===== config.mk =====
export PLATFORM = sky130hd
export DESIGN_NAME = fault_mask_and_pin_regs
export DESIGN_NICKNAME = d
export VERILOG_FILES = /design/src/rtl/fmpr_pkg.sv /design/src/rtl/fmpr_pin_if.sv /design/src/rtl/fmpr_pin_sync.sv /design/src/rtl/fault_mask_and_pin_regs.sv
export SDC_FILE = /design/constraint.sdc
export NUM_CORES = 1
export LEC_CHECK = 0
export BUFFER_PORTS_ARGS = -buffer_cell sky130_fd_sc_hd__buf_4
export CORE_MARGIN = 10
export CORE_UTILIZATION = 55
export DETAILED_ROUTE_END_ITERATION = 10
export PLACE_DENSITY = 0.79
export SYNTH_ARGS = -nofsm -noshare
export SYNTH_HDL_FRONTEND = slang
export SYNTH_SLANG_ARGS = --single-unit

===== constraint.sdc =====
create_clock -name mclk -period 1.88 [get_ports mclk]
set_input_delay 0.094 -clock mclk [delete_from_list [all_inputs] [get_ports mclk]]
set_output_delay 0.094 -clock mclk [all_outputs]
set_load 0.01 [all_outputs]

===== src/rtl/fmpr_pkg.sv =====
// Constants shared by the fault mask and pin register bank
package fmpr_pkg;
  // Register indices; byte address is four times the index
  localparam logic [7:0]  IDX_COMM_STAT   = 8'h60;
  localparam logic [7:0]  IDX_SYS_STAT    = 8'h61;
  localparam logic [7:0]  IDX_CHIP_STAT   = 8'h62;
  localparam logic [7:0]  IDX_PIN_STAT    = 8'h63;
  localparam logic [7:0]  IDX_COMM_MASK   = 8'h68;
  localparam logic [7:0]  IDX_SYS_MASK    = 8'h6a;
  localparam logic [7:0]  IDX_CHIP_MASK   = 8'h6b;
  localparam logic [7:0]  IDX_FO_SELECT   = 8'h6e;
  localparam logic [7:0]  IDX_IRQ_STAT    = 8'h70;
  localparam logic [7:0]  IDX_IRQ_CLEAR   = 8'h71;
  localparam logic [7:0]  IDX_IRQ_ENABLE  = 8'h72;
  localparam logic [7:0]  IDX_PIN_DIR     = 8'h78;
  localparam logic [7:0]  IDX_PIN_OUT     = 8'h79;
  localparam logic [7:0]  IDX_PIN_PU      = 8'h7a;
  localparam logic [7:0]  IDX_PIN_PD      = 8'h7b;
  localparam logic [7:0]  IDX_PIN_IN      = 8'h7c;
  localparam logic [7:0]  IDX_FLT_CFG     = 8'h7d;
  localparam int          ADDR_LSB        = 2;

  // Writable bits; everything else is reserved and holds zero
  localparam logic [15:0] COMM_WMASK      = 16'hffe1;
  localparam logic [15:0] SYS_WMASK       = 16'h00df;
  localparam logic [15:0] CHIP_WMASK      = 16'he000;
  localparam logic [15:0] FO_WMASK        = 16'hffc0;
  localparam logic [15:0] PIN_WMASK       = 16'h003f;
  localparam logic [15:0] FLT_CFG_WMASK   = 16'h007f;
  localparam logic [15:0] REG_RESET       = 16'h0000;

  // Field positions
  localparam int          STACK_FAULT_BIT = 0;
  localparam int          FLT_POL_BIT     = 6;
  localparam int          FO_CLASS_LSB    = 6;
  localparam int          NUM_CLASSES     = 10;
  localparam int          NUM_EXT_CLASSES = 6;
  localparam int          IRQ_BITS        = 4;

  // Bus answers
  localparam logic [1:0]  RESP_OKAY       = 2'h0;
  localparam logic [1:0]  RESP_SLVERR     = 2'h2;

  // Startup window for the stack fault error, rounded down
  localparam int          CLK_PERIOD_NS   = 40;
  localparam int          STARTUP_NS      = 5000;
  localparam int          STARTUP_CYCLES  = STARTUP_NS / CLK_PERIOD_NS;
  localparam logic [7:0]  STARTUP_COUNT   = 8'(STARTUP_CYCLES);
endpackage : fmpr_pkg


===== src/rtl/fmpr_pin_if.sv =====
// Interface carrying raw and synchronised pin levels
`timescale 1ns/10ps
interface fmpr_pin_if #(parameter int NUM_PINS = 6);
  logic [NUM_PINS-1:0] pinRaw;
  logic [NUM_PINS-1:0] pinLevel;
  modport sync (input pinRaw, output pinLevel);
  modport core (output pinRaw, input pinLevel);
endinterface : fmpr_pin_if


===== src/rtl/fmpr_pin_sync.sv =====
// Two-stage synchroniser for the pin inputs
`timescale 1ns/10ps
module fmpr_pin_sync #(
  parameter int NUM_PINS = 6
) (
  input  wire logic mclk,
  input  wire logic rst_n,
  fmpr_pin_if.sync  pins
);
  logic [NUM_PINS-1:0] stage1;
  logic [NUM_PINS-1:0] stage2;

  // Pins are asynchronous; only stage2 is read downstream
  always_ff @(posedge mclk) begin
    if (!rst_n) begin
      stage1 <= '0;
      stage2 <= '0;
    end else begin
      stage1 <= pins.pinRaw;
      stage2 <= stage1;
    end
  end

  assign pins.pinLevel = stage2;
endmodule : fmpr_pin_sync


===== src/rtl/fault_mask_and_pin_regs.sv =====
// Fault mask, fault output select and pin control register bank
//
// Behaviour
// - Comm mask bit 1 blocks that comm fault
// - Stack fault mask ignored during startup window
// - System mask bits 7,6,4..0 block faults
// - Chip mask bits 15..13, rest reserved
// - Reserved bits read zero, written zero
// - Select bits 15..6 pick fault output classes
// - Direction bit 1 makes pin output
// - Drive level only while direction is output
// - Pull-up bit enables pin pull-up
// - Pull-down bit enables pin pull-down
// - Input register returns synchronised pin levels
// - Selected pins raise fault at polarity level
// - Status bit clears on write one
`timescale 1ns/10ps
module fault_mask_and_pin_regs
  import fmpr_pkg::*;
#(
  parameter int ADDR_W   = 12,
  parameter int NUM_PINS = 6
) (
  input  wire logic                       mclk,
  input  wire logic                       rst_n,
  input  wire logic [ADDR_W-1:0]          awaddr,
  input  wire logic                       awvalid,
  output logic                            awready,
  input  wire logic [31:0]                wdata,
  input  wire logic [3:0]                 wstrb,
  input  wire logic                       wvalid,
  output logic                            wready,
  output logic [1:0]                      bresp,
  output logic                            bvalid,
  input  wire logic                       bready,
  input  wire logic [ADDR_W-1:0]          araddr,
  input  wire logic                       arvalid,
  output logic                            arready,
  output logic [31:0]                     rdata,
  output logic [1:0]                      rresp,
  output logic                            rvalid,
  input  wire logic                       rready,
  input  wire logic [15:0]                commFaultRaw,
  input  wire logic [7:0]                 sysFaultRaw,
  input  wire logic [15:0]                chipFaultRaw,
  input  wire logic [NUM_EXT_CLASSES-1:0] classFaultRaw,
  input  wire logic [NUM_PINS-1:0]        pinIn,
  output logic [NUM_PINS-1:0]             pinOut,
  output logic [NUM_PINS-1:0]             pinOeN,
  output logic [NUM_PINS-1:0]             pinPullUp,
  output logic [NUM_PINS-1:0]             pinPullDown,
  output logic                            faultOut,
  output logic                            irq
);
  ////////////////////////////////////////////////////////////////////////////
  // Declarations
  logic                   awHeld, wHeld, doWrite;
  logic [7:0]             awIdx;
  logic [31:0]            wData;
  logic [3:0]             wStrb;
  logic [15:0]            commMask, sysMask, chipMask, foSelect;
  logic [15:0]            pinDir, pinDrive, pinPu, pinPd, fltCfg;
  logic [15:0]            commStat, sysStat, chipStat, pinStat;
  logic [IRQ_BITS-1:0]    irqStat, irqEn, irqEvents;
  logic [15:0]            commSet, sysSet, chipSet, pinSet, clrBits;
  logic [NUM_PINS-1:0]    pinLevel, pinActive;
  logic [NUM_CLASSES-1:0] faultClass;
  logic [7:0]             startCnt;
  logic                   startupActive;
  logic [7:0]             rdIdx;
  logic [31:0]            next_rdata;
  logic                   rdHit, wrHit;

  fmpr_pin_if #(.NUM_PINS(NUM_PINS)) pinBus ();

  ////////////////////////////////////////////////////////////////////////////
  // Pin synchroniser
  assign pinBus.pinRaw = pinIn;
  assign pinLevel      = pinBus.pinLevel;

  fmpr_pin_sync #(.NUM_PINS(NUM_PINS)) uSync (
    .mclk  (mclk),
    .rst_n (rst_n),
    .pins  (pinBus.sync)
  );

  // Byte-lane merge; reserved bits forced to zero on every write
  function automatic logic [15:0] mergeBytes(input logic [15:0] old,
                                             input logic [15:0] keep);
    mergeBytes = {wStrb[1] ? wData[15:8] : old[15:8],
                  wStrb[0] ? wData[7:0]  : old[7:0]} & keep;
  endfunction : mergeBytes

  ////////////////////////////////////////////////////////////////////////////
  // AXI4-Lite write channel: address and data taken in either order
  assign doWrite = awHeld && wHeld && !bvalid;
  assign clrBits = wData[15:0] & {{8{wStrb[1]}}, {8{wStrb[0]}}};

  always_ff @(posedge mclk) begin
    if (!rst_n) begin
      awready <= 1'b1;
      awHeld  <= 1'b0;
      awIdx   <= '0;
    end else if (awvalid && awready) begin
      awready <= 1'b0;
      awHeld  <= 1'b1;
      awIdx   <= awaddr[ADDR_LSB +: 8];
    end else if (doWrite) begin
      awHeld  <= 1'b0;
    end else if (bvalid && bready) begin
      awready <= 1'b1;
    end
  end

  always_ff @(posedge mclk) begin
    if (!rst_n) begin
      wready <= 1'b1;
      wHeld  <= 1'b0;
      wData  <= '0;
      wStrb  <= '0;
    end else if (wvalid && wready) begin
      wready <= 1'b0;
      wHeld  <= 1'b1;
      wData  <= wdata;
      wStrb  <= wstrb;
    end else if (doWrite) begin
      wHeld  <= 1'b0;
    end else if (bvalid && bready) begin
      wready <= 1'b1;
    end
  end

  // Write decode; read-only and unknown indices answer with an error
  always_comb begin
    case (awIdx)
      IDX_COMM_STAT, IDX_SYS_STAT, IDX_CHIP_STAT, IDX_PIN_STAT,
      IDX_COMM_MASK, IDX_SYS_MASK, IDX_CHIP_MASK, IDX_FO_SELECT,
      IDX_IRQ_CLEAR, IDX_IRQ_ENABLE, IDX_PIN_DIR, IDX_PIN_OUT,
      IDX_PIN_PU, IDX_PIN_PD, IDX_FLT_CFG: wrHit = 1'b1;
      default:                             wrHit = 1'b0;
    endcase
  end

  always_ff @(posedge mclk) begin
    if (!rst_n) begin
      bvalid <= 1'b0;
      bresp  <= RESP_OKAY;
    end else if (doWrite) begin
      bvalid <= 1'b1;
      bresp  <= wrHit ? RESP_OKAY : RESP_SLVERR;
    end else if (bvalid && bready) begin
      bvalid <= 1'b0;
    end
  end

  ////////////////////////////////////////////////////////////////////////////
  // Configuration registers; reserved bits never store ones
  always_ff @(posedge mclk) begin
    if (!rst_n) begin
      commMask <= REG_RESET;
      sysMask  <= REG_RESET;
      chipMask <= REG_RESET;
      foSelect <= REG_RESET;
      pinDir   <= REG_RESET;
      pinDrive <= REG_RESET;
      pinPu    <= REG_RESET;
      pinPd    <= REG_RESET;
      fltCfg   <= REG_RESET;
      irqEn    <= '0;
    end else if (doWrite) begin
      case (awIdx)
        IDX_COMM_MASK:  commMask <= mergeBytes(commMask, COMM_WMASK);
        IDX_SYS_MASK:   sysMask  <= mergeBytes(sysMask, SYS_WMASK);
        IDX_CHIP_MASK:  chipMask <= mergeBytes(chipMask, CHIP_WMASK);
        IDX_FO_SELECT:  foSelect <= mergeBytes(foSelect, FO_WMASK);
        IDX_PIN_DIR:    pinDir   <= mergeBytes(pinDir, PIN_WMASK);
        IDX_PIN_OUT:    pinDrive <= mergeBytes(pinDrive, PIN_WMASK);
        IDX_PIN_PU:     pinPu    <= mergeBytes(pinPu, PIN_WMASK);
        IDX_PIN_PD:     pinPd    <= mergeBytes(pinPd, PIN_WMASK);
        IDX_FLT_CFG:    fltCfg   <= mergeBytes(fltCfg, FLT_CFG_WMASK);
        IDX_IRQ_ENABLE: irqEn    <= clrBits[IRQ_BITS-1:0];
        default: ;
      endcase
    end
  end

  ////////////////////////////////////////////////////////////////////////////
  // Startup window: the stack fault mask does not hold until it closes
  assign startupActive = (startCnt != STARTUP_COUNT);

  always_ff @(posedge mclk) begin
    if (!rst_n) begin
      startCnt <= '0;
    end else if (startupActive) begin
      startCnt <= startCnt + 8'h01;
    end
  end

  // Fault gating; detectors keep running, masked faults are just dropped
  always_comb begin
    commSet = commFaultRaw & ~commMask & COMM_WMASK;
    commSet[STACK_FAULT_BIT] = commFaultRaw[STACK_FAULT_BIT] &&
                               (!commMask[STACK_FAULT_BIT] || startupActive);
    sysSet  = {8'h00, sysFaultRaw} & ~sysMask & SYS_WMASK;
    chipSet = chipFaultRaw & ~chipMask & CHIP_WMASK;
  end

  // Pin fault inputs keep working even while the pin is driven
  assign pinActive = fltCfg[FLT_POL_BIT] ? pinLevel : ~pinLevel;
  assign pinSet    = {{(16-NUM_PINS){1'b0}},
                      fltCfg[NUM_PINS-1:0] & pinActive};

  ////////////////////////////////////////////////////////////////////////////
  // Latched status; a new fault wins over a write-one clear
  always_ff @(posedge mclk) begin
    if (!rst_n) begin
      commStat <= REG_RESET;
      sysStat  <= REG_RESET;
      chipStat <= REG_RESET;
      pinStat  <= REG_RESET;
    end else begin
      commStat <= (commStat & ~((doWrite && awIdx == IDX_COMM_STAT) ? clrBits : 16'h0000))
                  | commSet;
      sysStat  <= (sysStat & ~((doWrite && awIdx == IDX_SYS_STAT) ? clrBits : 16'h0000))
                  | sysSet;
      chipStat <= (chipStat & ~((doWrite && awIdx == IDX_CHIP_STAT) ? clrBits : 16'h0000))
                  | chipSet;
      pinStat  <= (pinStat & ~((doWrite && awIdx == IDX_PIN_STAT) ? clrBits : 16'h0000))
                  | pinSet;
    end
  end

  ////////////////////////////////////////////////////////////////////////////
  // Interrupt: one sticky bit per status group, set wins over clear
  assign irqEvents = {|pinSet, |chipSet, |sysSet, |commSet};

  always_ff @(posedge mclk) begin
    if (!rst_n) begin
      irqStat <= '0;
      irq     <= 1'b0;
    end else begin
      irqStat <= (irqStat & ~((doWrite && awIdx == IDX_IRQ_CLEAR) ?
                              clrBits[IRQ_BITS-1:0] : {IRQ_BITS{1'b0}})) | irqEvents;
      irq     <= |(irqStat & irqEn);
    end
  end

  ////////////////////////////////////////////////////////////////////////////
  // Fault output: external classes plus the latched groups, per select bit
  assign faultClass = {classFaultRaw, |commStat, |sysStat, |chipStat, |pinStat};

  always_ff @(posedge mclk) begin
    if (!rst_n) begin
      faultOut <= 1'b0;
    end else begin
      faultOut <= |(faultClass & foSelect[FO_CLASS_LSB +: NUM_CLASSES]);
    end
  end

  ////////////////////////////////////////////////////////////////////////////
  // Pin outputs; pin enable is active low, one cycle behind the register
  always_ff @(posedge mclk) begin
    if (!rst_n) begin
      pinOeN      <= '1;
      pinOut      <= '0;
      pinPullUp   <= '0;
      pinPullDown <= '0;
    end else begin
      pinOeN      <= ~pinDir[NUM_PINS-1:0];
      pinOut      <= pinDrive[NUM_PINS-1:0];
      pinPullUp   <= pinPu[NUM_PINS-1:0];
      pinPullDown <= pinPd[NUM_PINS-1:0];
    end
  end

  ////////////////////////////////////////////////////////////////////////////
  // Read channel; answer one cycle after the address is taken
  assign rdIdx = araddr[ADDR_LSB +: 8];

  always_comb begin
    next_rdata = '0;
    rdHit      = 1'b1;
    case (rdIdx)
      IDX_COMM_STAT:  next_rdata[15:0] = commStat;
      IDX_SYS_STAT:   next_rdata[15:0] = sysStat;
      IDX_CHIP_STAT:  next_rdata[15:0] = chipStat;
      IDX_PIN_STAT:   next_rdata[15:0] = pinStat;
      IDX_COMM_MASK:  next_rdata[15:0] = commMask;
      IDX_SYS_MASK:   next_rdata[15:0] = sysMask;
      IDX_CHIP_MASK:  next_rdata[15:0] = chipMask;
      IDX_FO_SELECT:  next_rdata[15:0] = foSelect;
      IDX_IRQ_STAT:   next_rdata[IRQ_BITS-1:0] = irqStat;
      IDX_IRQ_CLEAR:  next_rdata = '0;                    // Write-only
      IDX_IRQ_ENABLE: next_rdata[IRQ_BITS-1:0] = irqEn;
      IDX_PIN_DIR:    next_rdata[15:0] = pinDir;
      IDX_PIN_OUT:    next_rdata[15:0] = pinDrive;
      IDX_PIN_PU:     next_rdata[15:0] = pinPu;
      IDX_PIN_PD:     next_rdata[15:0] = pinPd;
      IDX_PIN_IN:     next_rdata[NUM_PINS-1:0] = pinLevel;
      IDX_FLT_CFG:    next_rdata[15:0] = fltCfg;
      default:        rdHit = 1'b0;
    endcase
  end

  always_ff @(posedge mclk) begin
    if (!rst_n) begin
      arready <= 1'b1;
      rvalid  <= 1'b0;
      rdata   <= '0;
      rresp   <= RESP_OKAY;
    end else if (arvalid && arready) begin
      arready <= 1'b0;
      rvalid  <= 1'b1;
      rdata   <= next_rdata;
      rresp   <= rdHit ? RESP_OKAY : RESP_SLVERR;
    end else if (rvalid && rready) begin
      rvalid  <= 1'b0;
      arready <= 1'b1;
    end
  end
endmodule : fault_mask_and_pin_regs


==> impl_metrics.env <==
export IMPL_grt_usage=0.2630
export IMPL_holdWs_ns=0.02224
export IMPL_ys_seq_elements=232
export IMPL_fin_util=0.7232
export IMPL_grt_overflow=0
export IMPL_seq_area_frac_synth=0.4751
export IMPL_peakVddDrop_mv=0.7505
export IMPL_cts_max_level=1
export IMPL_seqPwrFrac=0.471
export IMPL_synth_compound_area_frac=0.1922
export IMPL_synth_top_family_by_area="simple AND/OR/NAND/NOR gates"
export IMPL_final_max_slew_viol_count=0
export IMPL_syn_instance_count=1101
export IMPL_setup_violations=0
export IMPL_synth_area_top_cells="dfxtp_1 48%, nand2_1 6.9%, a21oi_1 5.2%, o21ai_0 3.9%, mux2i_1 3.5%"
export IMPL_syn_area_um2=9776
export IMPL_min_from="awvalid"
export IMPL_critPathMaxFanout=6
export IMPL_tightest_slew_ns=0.6857
export IMPL_synth_adder_area_share=0.002560
export IMPL_power_internal_w=0.008329
export IMPL_first_pass_iters=6
export IMPL_final_area_um2=12550
export IMPL_synth_most_common_cell="dfxtp_1"
export IMPL_synth_area_mux_share=0.06476
export IMPL_r2r_cells=6
export IMPL_timing_fmax_mhz=567.4
export IMPL_finalCriticalPeriod_ns=1.762
export IMPL_dieArea_um2=23510
export IMPL_leakagePower_nw=5.235
export IMPL_grt_pass1_vias=9107
export IMPL_reg2reg_from="bvalid"
export IMPL_postSynth_asyncResetShare=0
export IMPL_fillers=1294
export IMPL_vias=9366
export IMPL_cts_buffer_depth=3
export IMPL_cts_root_buf="clkbuf_16"
export IMPL_routabilityCongestion=0.9942
export IMPL_initial_utilization=0.5632
export IMPL_post_cts_buffers=0
export IMPL_synth_xor_area_share=0.009855
export IMPL_r2r_setup_slack_ns=0.12
export IMPL_crit_path_end_kind="flip-flop"
export IMPL_p_per_area_nw_per_um2=868.8
export IMPL_vias_per_cell=6.050
export IMPL_cts_buffers=24
export IMPL_status="completed"
export IMPL_period_share=0.9374
export IMPL_diodes=0
export IMPL_io_buffers=123
export IMPL_hold_end="awIdx[6]"
export IMPL_core_um2=17360
export IMPL_syn2layout_area_growth_pct=28.40
export IMPL_holdPathStages=4
export IMPL_power_share_clock=0.446
export IMPL_hold_viol=0
export IMPL_dpl_cell_area_um2=11170
export IMPL_combPwrFrac=0.083
export IMPL_cp_top_family="simple AND/OR/NAND/NOR gates"
export IMPL_clkTransAtPathRegs_ns=0.06
export IMPL_skew_ns=0.01015
export IMPL_path_cells="nand3b_2 -> nor4_1 -> buf_4 -> nand2_1 -> o21ai_0 -> a41oi_1"
export IMPL_pre_cts_slack_ns=0.1368
export IMPL_routed_wl_mm=32.55
export IMPL_p_sw_w=0.002576
export IMPL_synth_edf_count=0
export IMPL_grt_max_degree=51
export IMPL_slew_headroom=0.5418
export IMPL_drive_above_1_share=0.1965
export IMPL_crit_buf_inv=1
export IMPL_r2r_end="irqStat[3]"
export IMPL_insertion_delay_ns=0.52
export IMPL_synth_top_flop_cell="dfxtp_1"
export IMPL_wl_per_cell_um=21.03
export IMPL_avgSynthCellArea_um2=8.879
export IMPL_min_path_type="in -> reg"
export IMPL_die_y_um=153.3
export IMPL_synth_simple_area_share=0.2081
export IMPL_yosysTopAreaCellShare=0.4751
export IMPL_drc_errors=0
export IMPL_rows=48
export IMPL_initialDrtViolationCount=1146
export IMPL_setup_ws_ns=0.1177
export IMPL_switching_share=0.2362
export IMPL_fin_nets=1427
export IMPL_yosys_warnings=0
export IMPL_critPathRequiredTime_ns=2.26
export IMPL_arrival_ns=2.14
export IMPL_cts_sinks=232
export IMPL_dp_hpwl_mm=23.88
export IMPL_cp_start_kind="flip-flop"
export IMPL_ant_nets=0
export IMPL_ios=186
export IMPL_die_x_um=153.3
export IMPL_cap_violations=0
export IMPL_cpMaxStageDelayCell="dfxtp_1"
export IMPL_critPathMaxStageDelay_ns=0.35
export IMPL_cts_tree="yes"
export IMPL_synth_common_cells="232 x dfxtp_1, 179 x nand2_1, 102 x a21oi_1"
export IMPL_yosys_cell_types_count=62
export IMPL_rsz0062_at_grt="yes"
export IMPL_grt_pass1_wl_mm=50.51
export IMPL_power_w=0.01091
export IMPL_synth_area_leader_cell="dfxtp_1"
export IMPL_antenna_found_initial=0
export IMPL_path_class="reg -> reg"
==> registers in the layout, indices dropped and copies added (netlist names), 6 cells and up <==
signal and cells:
uSync.stage1 6, awIdx 8, pinPd 6, pinStat 16
uSync.pins.pinLevel 6, commMask 12, pinPullDown 6, rdata 16
pinDrive 6, foSelect 10, pinDir 6, pinPu 6
sysStat 16, startCnt 8, chipStat 16, pinPullUp 6
pinOut 6, commStat 16, wData 16, fltCfg 7
sysMask 7, pinOeN 6
==> cell usage in the layout, fill, tap and decap left out, types with 12 or more instances in the layout <==
| cell type | n |
|---|---|
| dfxtp_1 | 232 |
| buf_4 | 186 |
| nand2_1 | 179 |
| a21oi_1 | 102 |
| o21ai_0 | 77 |
| nor2_1 | 57 |
| dlygate4sd3_1 | 56 |
| and2_1 | 42 |
| mux2i_1 | 34 |
| nand2b_1 | 30 |
| o211a_1 | 30 |
| nand3_1 | 26 |
| clkbuf_16 | 25 |
| a22oi_1 | 21 |
| nor4_1 | 20 |
| conb_1 | 18 |
| nand4_1 | 15 |
| mux2_2 | 12 |
==> logic make-up (layout without fill, tap and decap cells) <==
kind of cell	after synthesis	after routing
other cells	1	18
xor+xnor	11	11
simple gates	417	417
flops	232	232
mux	53	53
buf+inv	91	296
compound gates	294	294
fa+ha+maj	2	2
==> power groups by stage <==
stage | registers, W | clock network, W | logic (W)
floorplan | 0.00520 | 0 | 0.000451
global placement | 0.00524 | 0 | 0.000774
detailed placement | 0.00524 | 0 | 0.000786
CTS | 0.00513 | 0.00486 | 0.000884
global route | 0.00514 | 0.00505 | 0.000976
finish | 0.00514 | 0.00486 | 0.000904
==> timing repair <==
action	4_1_cts	5_1_grt
endpoints found under the hold margin	61	0
endpoints found under the setup margin	0	10
gates resized for setup	0	3
hold buffers	56	0
==> cell type report <==
class	count	area, um2	area share
tap	225	281.5	0.02243
clock buffer	36	747.0	0.05951
inverter	7	27.53	0.002193
timing repair buffer	246	2037	0.1623
multi-input combinational	795	4743	0.3779
clock inverter	7	71.32	0.005682
sequential	232	4644	0.3700
==> routing by layer <==
metal  vias to the layer above  part of all wire  global-route usage
li1                       4333                 -                   -
met1                      4386              0.40              0.3380
met2                       556              0.45              0.4178
met3                        91              0.11             0.06481
met4                         0             0.033             0.09809
met5                         -                 0                   0
==> worst max path at each step <==
stage                          from     endpoint  cells past startpoint
after floorplan              bvalid  pinStat[10]                      5
after global placement    araddr[6]    rdata[14]                      6
after detailed placement  araddr[6]     rdata[6]                      6
after CTS                    bvalid   irqStat[2]                      6
after global routing         bvalid   pinStat[1]                      6
final                        bvalid   irqStat[3]                      6
==> worst register-to-register path: cells and delay by family (launching register included) <==
family / cells / cell delay [ns]
compound gates: 2 / 0.32
buf+inv: 1 / 0.18
flops: 1 / 0.35
simple gates: 3 / 0.79
==> metrics by stage <==
| stage | setup TNS [ns] | instances |
|---|---|---|
| 2_1_floorplan | 0 | 1118 |
| 3_3_place_gp | 0 | 1449 |
| 3_5_place_dp | 0 | 1449 |
| 4_1_cts | 0 | 1548 |
| 5_1_grt | -0.1066 | 1548 |
| 6_report | 0 | 1548 |
No activity file was read; power rests on OpenSTA's default activity.
